===== src/rtl/revsb_params.svh =====
`ifndef REVSB_PARAMS_SVH
`define REVSB_PARAMS_SVH

// Byte 4 of the event status register
`define REVSB_B4_TX_POWERUP_TIME_ERROR_BIT        2
`define REVSB_B4_RSVD_MSB          7
`define REVSB_B4_RSVD_LSB          3

// Receive event byte, positions of our own choosing
`define REVSB_RXB_SFD_BIT          1
`define REVSB_RXB_PREJ_BIT         0

// Reset values
`define REVSB_BYTE_RESET           8'h00
`define REVSB_CNT_RESET            12'h000

// Widths and counts
`define REVSB_CNT_WIDTH            12
`define REVSB_CONFIRM_SYMBOLS      4'h8
`define REVSB_DEGRADE_SYMBOLS      4'h4
`define REVSB_SYM_CNT_WIDTH        4

`endif


===== src/rtl/revsb_pkg.sv =====
`default_nettype none

package revsb_pkg;

    typedef enum logic [1:0] {
        RX_OFF,
        RX_HUNT,
        RX_CONFIRM,
        RX_LOCKED
    } revsb_rx_state_t;

    typedef enum logic [1:0] {
        TX_IDLE,
        TX_WAIT_SEND,
        TX_PREAMBLE,
        TX_FRAME
    } revsb_tx_state_t;

endpackage : revsb_pkg

`default_nettype wire


===== src/rtl/revsb_flag.sv =====
`default_nettype none

module revsb_flag
(
    // Clock and reset
    input  wire logic ref_clk,
    input  wire logic reset,
    // Events
    input  wire logic set_evt,
    input  wire logic clear_evt,
    // State
    output logic      flag
);

    // Set wins over clear so an event in the clearing cycle is kept
    always_ff @(posedge ref_clk)
    begin
        if (reset)
            flag <= 1'b0;
        else if (set_evt)
            flag <= 1'b1;
        else if (clear_evt)
            flag <= 1'b0;
    end

endmodule : revsb_flag

`default_nettype wire


===== src/rtl/revsb_sat_counter.sv =====
`include "revsb_params.svh"
`default_nettype none

module revsb_sat_counter
(
    // Clock and reset
    input  wire logic                        ref_clk,
    input  wire logic                        reset,
    // Control
    input  wire logic                        count_en,
    input  wire logic                        clear,
    input  wire logic                        inc,
    // Value
    output logic [`REVSB_CNT_WIDTH-1:0]      value
);

    always_ff @(posedge ref_clk)
    begin
        if (reset)
            value <= `REVSB_CNT_RESET;
        else if (clear)
            value <= `REVSB_CNT_RESET;
        else if (count_en && inc && (value != {`REVSB_CNT_WIDTH{1'b1}}))
            value <= value + 1'b1;
    end

endmodule : revsb_sat_counter

`default_nettype wire


===== src/rtl/revsb_status.sv =====
// How it works
// - The preamble reject flag never reaches the interrupt output, whatever the mask says.
// - Writing a one to the preamble reject bit clears it; writing zero leaves it alone.
// - Every receiver enable, including an automatic re-enable, clears the preamble reject flag.
// - The transmit power-up time error flag reads at bit 2 of status byte 4.
// - The power-up time error is raised only in delayed sends when power-up is late at send time.
// - After a power-up time error the frame still goes out and the ranging marker keeps its time.
// - Only the first few preamble symbols after the error are marked as possibly degraded.
// - Software writes to the power-up time error bit have no effect on it.
// - The power-up time error flag clears when preamble starts or when the transmitter goes idle.
// - Each power-up time error is counted only while event counting is enabled.
// - Bits 7 to 3 of status byte 4 read as zero and ignore writes.
// - A preamble seen but not confirmed sets the reject flag and leaves the SFD flag clear.
`include "revsb_params.svh"
`default_nettype none

module revsb_status
    import revsb_pkg::*;
(
    // Clock and reset
    input  wire logic                        ref_clk,
    input  wire logic                        reset,
    // Host status access
    input  wire logic                        rxb_wr,
    input  wire logic                        b4_wr,
    input  wire logic [7:0]                  wr_data,
    output logic [7:0]                       rxb_rd_data,
    output logic [7:0]                       b4_rd_data,
    // Interrupt masking
    input  wire logic                        mask_sfd,
    input  wire logic                        mask_prej,
    output logic                             irq,
    // Receiver events
    input  wire logic                        rx_enable,
    input  wire logic                        rx_auto_reenable,
    input  wire logic                        rx_disable,
    input  wire logic                        preamble_seen,
    input  wire logic                        preamble_present,
    input  wire logic                        sfd_seen,
    input  wire logic                        symbol_tick,
    output logic                             preamble_reject_flag,
    output logic                             sfd_detected_flag,
    // Transmitter events
    input  wire logic                        tx_start_now,
    input  wire logic                        tx_start_delayed,
    input  wire logic                        tx_powerup_done,
    input  wire logic                        send_time_reached,
    input  wire logic                        preamble_done,
    input  wire logic                        ranging_marker_due,
    input  wire logic                        tx_frame_done,
    input  wire logic                        force_idle,
    output logic                             tx_active,
    output logic                             tx_preamble_on,
    output logic                             tx_symbol_degraded,
    output logic                             ranging_marker,
    output logic                             tx_powerup_time_error,
    // Event counter
    input  wire logic                        event_count_enable,
    input  wire logic                        event_count_clear,
    output logic [`REVSB_CNT_WIDTH-1:0]      tx_powerup_warn_count
);

    ////////////////////////////////////////////////////////////////////////////////
    // Receive side

    revsb_rx_state_t                     rx_state;
    logic [`REVSB_SYM_CNT_WIDTH-1:0]     confirm_cnt;
    logic                                rx_enable_any;
    logic                                prej_set;
    logic                                prej_clear;
    logic                                sfd_set;
    logic                                sfd_clear;

    assign rx_enable_any = rx_enable || rx_auto_reenable;

    always_ff @(posedge ref_clk)
    begin
        if (reset)
        begin
            rx_state    <= RX_OFF;
            confirm_cnt <= '0;
        end
        else if (rx_disable)
        begin
            rx_state    <= RX_OFF;
            confirm_cnt <= '0;
        end
        else if (rx_enable_any)
        begin
            rx_state    <= RX_HUNT;
            confirm_cnt <= '0;
        end
        else
        begin
            case (rx_state)
                RX_OFF:
                begin
                    confirm_cnt <= '0;
                end
                RX_HUNT:
                begin
                    if (preamble_seen)
                    begin
                        rx_state    <= RX_CONFIRM;
                        confirm_cnt <= '0;
                    end
                end
                RX_CONFIRM:
                begin
                    if (!preamble_present)
                        rx_state <= RX_HUNT;
                    else if (symbol_tick)
                    begin
                        if (confirm_cnt == `REVSB_CONFIRM_SYMBOLS - 1'b1)
                            rx_state <= RX_LOCKED;
                        confirm_cnt <= confirm_cnt + 1'b1;
                    end
                end
                RX_LOCKED:
                begin
                    // Lock holds until the next enable or a disable
                    confirm_cnt <= '0;
                end
                default:
                begin
                    rx_state    <= RX_OFF;
                    confirm_cnt <= '0;
                end
            endcase
        end
    end

    // Losing the preamble during confirmation is the reject event
    assign prej_set   = (rx_state == RX_CONFIRM) && !preamble_present
                        && !rx_enable_any && !rx_disable;
    assign prej_clear = (rxb_wr && wr_data[`REVSB_RXB_PREJ_BIT])
                        || rx_enable_any;

    // SFD can only be flagged once the preamble was confirmed
    assign sfd_set   = (rx_state == RX_LOCKED) && sfd_seen && !rx_enable_any;
    assign sfd_clear = (rxb_wr && wr_data[`REVSB_RXB_SFD_BIT]) || rx_enable_any;

    revsb_flag u_prej_flag
    (
        .ref_clk   (ref_clk),
        .reset     (reset),
        .set_evt   (prej_set),
        .clear_evt (prej_clear),
        .flag      (preamble_reject_flag)
    );

    revsb_flag u_sfd_flag
    (
        .ref_clk   (ref_clk),
        .reset     (reset),
        .set_evt   (sfd_set),
        .clear_evt (sfd_clear),
        .flag      (sfd_detected_flag)
    );

    // The reject mask is accepted but has no path to the interrupt
    logic unused_mask_prej;
    assign unused_mask_prej = mask_prej;
    assign irq = sfd_detected_flag && mask_sfd;

    ////////////////////////////////////////////////////////////////////////////////
    // Transmit side

    revsb_tx_state_t                     tx_state;
    logic                                delayed_mode;
    logic                                pute_set;
    logic                                pute_clear;
    logic                                preamble_start;
    logic [`REVSB_SYM_CNT_WIDTH-1:0]     degrade_cnt;

    always_ff @(posedge ref_clk)
    begin
        if (reset)
        begin
            tx_state     <= TX_IDLE;
            delayed_mode <= 1'b0;
        end
        else if (force_idle)
        begin
            tx_state     <= TX_IDLE;
            delayed_mode <= 1'b0;
        end
        else
        begin
            case (tx_state)
                TX_IDLE:
                begin
                    if (tx_start_delayed)
                    begin
                        tx_state     <= TX_WAIT_SEND;
                        delayed_mode <= 1'b1;
                    end
                    else if (tx_start_now)
                    begin
                        tx_state     <= TX_PREAMBLE;
                        delayed_mode <= 1'b0;
                    end
                end
                TX_WAIT_SEND:
                begin
                    // Send goes ahead at the scheduled time even if power-up is late
                    if (send_time_reached)
                        tx_state <= TX_PREAMBLE;
                end
                TX_PREAMBLE:
                begin
                    if (preamble_done)
                        tx_state <= TX_FRAME;
                end
                TX_FRAME:
                begin
                    if (tx_frame_done)
                    begin
                        tx_state     <= TX_IDLE;
                        delayed_mode <= 1'b0;
                    end
                end
                default:
                begin
                    tx_state     <= TX_IDLE;
                    delayed_mode <= 1'b0;
                end
            endcase
        end
    end

    assign pute_set = (tx_state == TX_WAIT_SEND) && delayed_mode
                      && send_time_reached && !tx_powerup_done && !force_idle;

    // Preamble begins in the cycle after the send time, so set and clear never coincide
    assign preamble_start = (tx_state == TX_WAIT_SEND) && send_time_reached
                            || (tx_state == TX_IDLE) && tx_start_now && !tx_start_delayed;

    always_ff @(posedge ref_clk)
    begin
        if (reset)
            tx_preamble_on <= 1'b0;
        else if (force_idle)
            tx_preamble_on <= 1'b0;
        else if (preamble_start)
            tx_preamble_on <= 1'b1;
        else if (tx_state == TX_PREAMBLE && preamble_done)
            tx_preamble_on <= 1'b0;
    end

    // Software write strobes for byte 4 are deliberately not wired here
    logic       unused_b4_wr;
    assign unused_b4_wr = b4_wr;
    assign pute_clear   = (tx_state == TX_PREAMBLE) && tx_preamble_on
                          || force_idle;

    revsb_flag u_pute_flag
    (
        .ref_clk   (ref_clk),
        .reset     (reset),
        .set_evt   (pute_set),
        .clear_evt (pute_clear),
        .flag      (tx_powerup_time_error)
    );

    // Only the leading preamble symbols are flagged; the rest of the frame is clean
    always_ff @(posedge ref_clk)
    begin
        if (reset)
            degrade_cnt <= '0;
        else if (force_idle)
            degrade_cnt <= '0;
        else if (pute_set)
            degrade_cnt <= `REVSB_DEGRADE_SYMBOLS;
        else if (symbol_tick && degrade_cnt != '0 && tx_state == TX_PREAMBLE)
            degrade_cnt <= degrade_cnt - 1'b1;
        else if (tx_state != TX_PREAMBLE && tx_state != TX_WAIT_SEND)
            degrade_cnt <= '0;
    end

    assign tx_symbol_degraded = (degrade_cnt != '0) && (tx_state == TX_PREAMBLE);

    // Marker timing is independent of the power-up error
    always_ff @(posedge ref_clk)
    begin
        if (reset)
            ranging_marker <= 1'b0;
        else
            ranging_marker <= ranging_marker_due
                              && (tx_state == TX_PREAMBLE || tx_state == TX_FRAME);
    end

    always_ff @(posedge ref_clk)
    begin
        if (reset)
            tx_active <= 1'b0;
        else
            tx_active <= (tx_state == TX_PREAMBLE) || (tx_state == TX_FRAME);
    end

    ////////////////////////////////////////////////////////////////////////////////
    // Event counter

    // One set pulse per failing send, so the count moves by one each time counting is enabled and not full
    revsb_sat_counter u_warn_cnt
    (
        .ref_clk  (ref_clk),
        .reset    (reset),
        .count_en (event_count_enable),
        .clear    (event_count_clear),
        .inc      (pute_set),
        .value    (tx_powerup_warn_count)
    );

    ////////////////////////////////////////////////////////////////////////////////
    // Read back

    always_ff @(posedge ref_clk)
    begin
        if (reset)
        begin
            rxb_rd_data <= `REVSB_BYTE_RESET;
            b4_rd_data  <= `REVSB_BYTE_RESET;
        end
        else
        begin
            rxb_rd_data                      <= `REVSB_BYTE_RESET;
            rxb_rd_data[`REVSB_RXB_SFD_BIT]  <= sfd_detected_flag;
            rxb_rd_data[`REVSB_RXB_PREJ_BIT] <= preamble_reject_flag;
            b4_rd_data                       <= `REVSB_BYTE_RESET;
            b4_rd_data[`REVSB_B4_TX_POWERUP_TIME_ERROR_BIT] <= tx_powerup_time_error;
        end
    end

endmodule : revsb_status

`default_nettype wire


===== config.mk =====
export PLATFORM = sky130hd
export DESIGN_NAME = revsb_status
export DESIGN_NICKNAME = d
export VERILOG_FILES = /design/src/rtl/revsb_pkg.sv /design/src/rtl/revsb_flag.sv /design/src/rtl/revsb_sat_counter.sv /design/src/rtl/revsb_status.sv
export VERILOG_INCLUDE_DIRS = /design/src /design/src/rtl
export SDC_FILE = /design/constraint.sdc
export NUM_CORES = 1
export LEC_CHECK = 0
export ABC_AREA = 1
export ABC_CLOCK_PERIOD_IN_PS = 1800
export BUFFER_PORTS_ARGS = -buffer_cell sky130_fd_sc_hd__buf_2
export CAP_MARGIN = 20
export CORE_MARGIN = 2
export CORE_UTILIZATION = 52
export CTS_BUF_LIST = sky130_fd_sc_hd__clkbuf_4
export CTS_CLUSTER_SIZE = 28
export DETAILED_ROUTE_END_ITERATION = 12
export GPL_TIMING_DRIVEN = 0
export PLACE_DENSITY = 0.82
export REMOVE_ABC_BUFFERS = 1
export SLEW_MARGIN = 10
export SYNTH_ARGS = -nofsm -noshare
export SYNTH_HDL_FRONTEND = slang
export SYNTH_SLANG_ARGS = --single-unit

===== constraint.sdc =====
create_clock -name ref_clk -period 1.8 [get_ports ref_clk]
set_clock_uncertainty 0.15 [all_clocks]
set_input_delay 0 -clock ref_clk [delete_from_list [all_inputs] [get_ports ref_clk]]
set_output_delay 0 -clock ref_clk [all_outputs]
set_load 0.01 [all_outputs]

==> metrics.csv, run 1 <==
metric,value,unit
Chip Height,66.34,um
hold violation count in the final report,0,
WHS Path Cells,4,
Post-synth top cells,"86 x nand2_1, 48 x nor2_1, 40 x inv_1, 34 x dfxtp_1, 26 x nand3_1",
dpl cells,398,
wire length per cell,11.07,um
final instance area,0.002572,sq mm
total track usage,22.76,%
drt total wl,4793,um
Rows,22,
fraction of layout cells with a size suffix above 1,17.40,%
dpl hpwl,3265,um
NetSw,0.0003869,W
XOR/XNOR share of the synthesized area,2.167,%
Die ar.,0.004400,sq mm
MaxCap Viol Count,0,
switching share of power,27.50,%
Syn Inst Count,309,
final setup TNS,0,ns
DR vias,2071,
Static Leakage,1.299,nW
"logic depth of the worst path, buffers included",8,
Final Max Slew Viols,0,
Post-Synth Adder-Cell Area,5.573,%
Syn-to-layout area delta,27.31,%
via/cell ratio,4.783,
Post-DP Area,0.002230,sq mm
worst-path cell chain,dlygate4sd3_1 -> buf_2 -> nor2_1 -> nand2_1 -> inv_1 -> nand2_1 -> nor2_1 -> dlygate4sd3_1,
Slew HR,46.95,%
Logic pwr share,14.4,%
Ys Warns,0,
largest family of logic cells by synthesized area,simple AND/OR/NAND/NOR gates,
critical path type,in -> reg,
worst vdd ir,0.0005357,V
Final min period,1.712,ns
DR iter-0 viols,166,
Worst-path clk slew,0.10,ns
vias in the first global route,1811,
Pwr Total,0.001407,W
CTS Buffer Depth,2,
sequential share of power,54.9,%
Worst Reg-to-Reg Cells,6,
pre-CTS setup slack,0.1010,ns
asr flop ratio synth,0,%
core area,0.003689,sq mm
Critical Path Slowest Stage Cell,dlygate4sd3_1,
sequential fraction of the synthesis area,33.68,%
largest net degree at the start of global routing,18,
non-filler instance count after layout,433,
Antenna Cells,0,
io pins,67,
CP Launch Type,input port,
Slew @ Worst Pin,0.7929,ns
Int Pwr,0.001020,W
CP peak stage delay,0.55,ns
outcome,"finished, final reports clean",
worst hold path class,in -> out,
Root Buffer Master,clkbuf_4,
CTS Sinks,34,
WP buf/inv,4,
post-synthesis mux area share,0,%
Critical Path End Type,register,
final setup vio count,0,
Simple-Gate Fraction of Synth Area,36.90,%
P per Cell Area,546.9,mW/mm^2
initial core utilization,54.78,%
mapped cell area,0.002021,sq mm
top post-synthesis cells by area,"dfxtp_1 34%, nand2_1 16%, nor2_1 8.9%",
Synth Area in Compound Gates,7.864,%
DR DRC count,0,
Final nets,424,
unrepaired setup endpoints after global routing,yes,
Yosys top cell area share,33.68,%
antenna violations before repair,0,
I/O Buffers,45,
Fmax achieved,584.2,MHz
Routability Congestion,0.8594,
first-pass GRT wire length,7562,um
Critical Path RT,1.94,ns
ANT nets after route,0,
CTS H-tree depth,2,
Yosys reg bits,34,
Setup WS post-layout,0.08836,ns
"count leader, synth",nand2_1,
share of total power in the clock network,30.7,%
die extent in x,66.34,um
Top delay family on crit path,buffers and inverters,
drt first pass iters,4,
final cycle utilization of the critical path,95.09,%
Yosys cell types,31,
CP Max Fanout,4,
Num CTS Buffers,5,
Critical Path AT,1.85,ns
ys flop type,dfxtp_1,
syn_area_per_cell,6.539,sq um
CTS tree,built,
Post-synth EDFFs,0,
clk_lat worst skew,0.35,ns
fillcell total,322,
leading area contributor after synthesis,dfxtp_1,
aggregate global routing overflow,0,
[layer usage]
| layer | global-route usage (%) | wire (um) |
|---|---|---|
| met1 | 24.56 | 2060 |
| met2 | 41.75 | 2436 |
| met3 | 6.814 | 237 |
| met4 | 7.653 | 58 |
| met5 | 0 | 0 |
[cells by family (layout without fill, tap and decap cells)]
logic type | Yosys count | count (layout)
xor gates and xnor gates | 5 | 5
DFF | 34 | 34
and+or+nand+nor | 174 | 174
other | 1 | 13
adders and majority gates | 9 | 9
AOI/OAI and AO/OA | 29 | 29
buffers and inverters | 57 | 121
[power groups by stage]
stage | Combinational (W) | Sequential (W) | Clock (W)
floorplan | 0.0000997 | 0.000788 | 0
global placement | 0.000151 | 0.000788 | 0
detailed placement | 0.000154 | 0.000788 | 0
CTS | 0.000194 | 0.000771 | 0.000442
global route | 0.000229 | 0.000774 | 0.000489
finish | 0.000203 | 0.000772 | 0.000432
[metrics by stage]
stage	utilization (%)	hold slack, ns
CTS	68.96	0.1495
detailed placement	60.45	0.1180
global placement	60.45	0.1190
global route	69.74	0.1696
finish	69.74	0.1453
floorplan	-	-0.07829
[repair_timing]
item                                   4_1_cts  5_1_grt
endpoints found under the hold margin       34        1
hold buffers                                26        1
gates resized for setup                      0        6
setup endpoints to repair                    0       12
setup buffers                                0        1
[registers in the layout, indices dropped and copies added (netlist names)]
signal and count:
degrade_cnt 4, tx_preamble_on 1, u_prej_flag.flag 1, tx_state 2, b4_rd_data 1, delayed_mode 1
rxb_rd_data 2, u_sfd_flag.flag 1, u_pute_flag.flag 1, confirm_cnt 4, rx_state 2, u_warn_cnt.value 12
ranging_marker 1, tx_active 1
[path summary, 6_finish.rpt]
check,from,endpoint,slack (ns)
max,rx_auto_reenable,rx_state[1]$_SDFFE_PP0P_,0.09
min,mask_sfd,irq,0.15
max reg2reg,rx_state[1]$_SDFFE_PP0P_,rx_state[1]$_SDFFE_PP0P_,0.10
min reg2reg,u_pute_flag.flag$_SDFFE_PP0P_,b4_rd_data[2]$_SDFF_PP0_,0.28
[worst reg2reg max path, stage by stage, from the launching register on]
cell,delay (ns)
dfxtp_1,0.36
inv_1,0.09
nor2_4,0.21
nand2_1,0.10
nand2_1,0.09
nor2_1,0.04
dlygate4sd3_1,0.55
[cell usage in the layout, fill, tap and decap left out]
master	instances
a21boi_0	2
a21oi_1	16
and2_1	1
buf_2	45
buf_4	1
clkbuf_4	6
clkinv_1	1
clkinv_2	1
conb_1	13
dfxtp_1	32
dfxtp_2	2
dlygate4sd3_1	26
ha_1	8
ha_2	1
inv_1	40
inv_2	1
nand2_1	86
nand2_2	1
nand2_8	1
nand3_1	26
nand3_2	1
nand3_4	1
nand3b_1	1
nand4_1	1
nor2_1	47
nor2_2	2
nor2_4	2
nor3_1	2
nor3b_1	1
o21a_1	1
o21ai_0	7
o21ai_2	1
o22ai_1	2
or2_2	1
xor2_1	5
[cell type report]
type                       count  area [sq um]  area share [%]
inverter                      41         153.9           5.982
clock buffer                   6         45.04           1.751
multi-input combinational    230          1129           43.87
sequential                    34         683.2           26.56
tap                           48         60.06           2.335
timing repair buffer          72         493.0           19.16
clock inverter                 2         8.758          0.3405
No activity file was read; power rests on OpenSTA's default activity.
==> run 2: changes to the inputs <==
Settings changed: ABC_AREA 1 to not set, CORE_UTILIZATION 52 to 51.
==> run 2 against run 1 <==
  * The run now ends with negative setup slack left
  * Clock power is 28% higher
  * Maximum frequency is 5.3% lower
  * Design area is 1.7% higher
==> metrics.csv, run 2 <==
metric,value,unit
outcome,"complete, but fails checks",
violated checks,negative setup slack,
worst hold path class,in -> reg,
worst vdd ir,0.0004677,V
Yosys cell types,45,
CTS Buffer Depth,2,
WP buf/inv,1,
Post-synth EDFFs,0,
Slew @ Worst Pin,0.5327,ns
syn_area_per_cell,8.576,sq um
"commonest non-fill, non-tap cell in the layout",buf_2,
largest net degree at the start of global routing,15,
Top delay family on crit path,flip-flops,
Chip Height,64.69,um
most frequent cells in the layout,"45 x buf_2, 27 x dfxtp_1, 21 x dlygate4sd3_1",
Top Registers,"u_warn_cnt.value x12, confirm_cnt x4, degrade_cnt x4",
Syn Inst Count,219,
Setup WS post-layout,-0.007401,ns
Yosys top cell area share,36.24,%
ys flop type,dfxtp_1,
Num CTS Buffers,5,
Routability Congestion,0.8662,
Critical Path AT,1.89,ns
CP peak stage delay,0.42,ns
wire length per cell,14.15,um
Syn-to-layout area delta,39.24,%
top post-synthesis cells by area,"dfxtp_1 36%, ha_1 6.0%, buf_4 5.2%",
final setup vio count,1,
I/O Buffers,45,
MaxCap Viol Count,0,
final instance area,0.002615,sq mm
CP Max Fanout,4,
Slew HR,63.57,%
unrepaired setup endpoints after global routing,yes,
Final nets,335,
die extent in x,64.69,um
DR DRC count,0,
"count leader, synth",dfxtp_1,
Post-synth top cells,"34 x dfxtp_1, 19 x nor2_1, 15 x nand2_1, 14 x a21oi_1, 13 x buf_4",
final cycle utilization of the critical path,100.4,%
Rows,22,
fillcell total,262,
aggregate global routing overflow,0,
io pins,67,
hold violation count in the final report,0,
DR iter-0 viols,221,
Final Max Slew Viols,0,
Final min period,1.807,ns
Antenna Cells,0,
Root Buffer Master,clkbuf_4,
CTS Sinks,34,
total track usage,23.31,%
dpl hpwl,2873,um
leading area contributor after synthesis,dfxtp_1,
via/cell ratio,5.475,
P per Cell Area,585.6,mW/mm^2
Critical Path End Type,register,
worst-path cell chain,inv_6 -> ha_4 -> nor3b_4 -> a2111oi_4 -> mux2i_1 -> nor2_1,
initial core utilization,52.08,%
Yosys reg bits,34,
drt total wl,4853,um
area occupied by registers,699.4,sq um
critical path type,reg -> reg,
clk_lat worst skew,0.35,ns
asr flop ratio synth,0,%
max reg flops,12,
Critical Path Slowest Stage Cell,dfxtp_4,
Static Leakage,1.084,nW
Ys Warns,0,
mapped cell area,0.001878,sq mm
CP Launch Type,register,
ANT nets after route,0,
CTS H-tree depth,2,
Fmax achieved,553.3,MHz
first-pass GRT wire length,7569,um
Die ar.,0.004184,sq mm
Largest Register,u_warn_cnt.value,
core area,0.003606,sq mm
Worst-path clk slew,0.12,ns
DR vias,1878,
drt first pass iters,4,
Post-DP Area,0.002073,sq mm
Critical Path RT,1.88,ns
CTS tree,built,
vias in the first global route,1717,
sequential fraction of the synthesis area,36.24,%
Hold WS,0.07377,ns
Multi-input gate area,0.001220,sq mm
antenna violations before repair,0,
fraction of layout cells with a size suffix above 1,32.20,%
## run 2: area by class of cell
| cell class | instances | area share, % |
|---|---|---|
| clock buffer | 5 | 1.435 |
| timing repair buffer | 77 | 19.81 |
| tap | 48 | 2.297 |
| inverter | 11 | 1.770 |
| multi-input combinational | 166 | 46.65 |
| clock inverter | 2 | 1.292 |
| sequential | 34 | 26.75 |
## run 2: logic make-up (layout without fill, tap and decap cells)
| kind of cell | after synthesis | in the layout | synth area share (%) |
|---|---|---|---|
| adder cells (fa/ha/maj) | 9 | 9 | 5.996 |
| AO/OA/AOI/OAI | 46 | 46 | 16.72 |
| buffers and inverters | 31 | 95 | 9.393 |
| AND/OR/NAND/NOR | 90 | 90 | 27.31 |
| XOR/XNOR | 2 | 2 | 0.9329 |
| other | 1 | 13 | 0.1997 |
| flip-flops | 34 | 34 | 36.24 |
| multiplexers | 6 | 6 | 3.198 |
## run 2: power by group
part / internal (W) / leakage, nW / total [W] / switching, W
Sequential: 0.000756 / 0.279 / 0.000767 / 0.0000109
Clock: 0.000281 / 0.0387 / 0.000555 / 0.000274
Combinational: 0.000105 / 0.766 / 0.000209 / 0.000104
## run 2: path summary, 6_finish.rpt
check | start | end | cells after the start | slack, ns
worst max-delay path | tx_state[0]$_SDFFE_PP0P_ | tx_state[1]$_SDFFE_PP0P_ | 6 | -0.007
worst min-delay path | tx_powerup_done | degrade_cnt[2]$_SDFFE_PP0P_ | 4 | 0.07
worst max register to register | tx_state[0]$_SDFFE_PP0P_ | tx_state[1]$_SDFFE_PP0P_ | 6 | -0.007
worst min register to register | delayed_mode$_SDFFE_PP0P_ | delayed_mode$_SDFFE_PP0P_ | 2 | 0.34
## run 2: what timing repair did
item	in CTS	in global routing
pin swaps	3	10
endpoints found under the hold margin	32	0
setup endpoints to repair	15	17
resized for setup	19	24
setup buffers	2	9
hold buffers	21	0
## run 2: tightest hold or removal path: stages
cell and delay, ns:
buf_2 0.09, and4bb_1 0.24, nand2_1 0.13, a21oi_1 0.07
## run 2: through the flow
step	instances	setup slack (ns)	TNS, ns	utilization (%)	total power, W
floorplan	211	-0.07101	-0.4038	-	0.0008678
global placement	304	-0.2900	-2.576	57.49	0.0009178
detailed placement	304	-0.3038	-3.067	57.49	0.0009211
CTS	334	0.005046	0	67.87	0.001501
global route	343	-0.08639	-0.2276	72.52	0.001600
finish	343	-0.007401	-0.007401	72.52	0.001531
## run 2: layer usage
layer	global-route usage, %	routed length, um	part of all wire, %	vias up
met5	0	0	0	-
met4	9.840	125	2.6	0
met3	4.861	196	4.0	12
met1	27.37	2077	43	877
li1	-	-	-	925
met2	41.02	2454	51	64
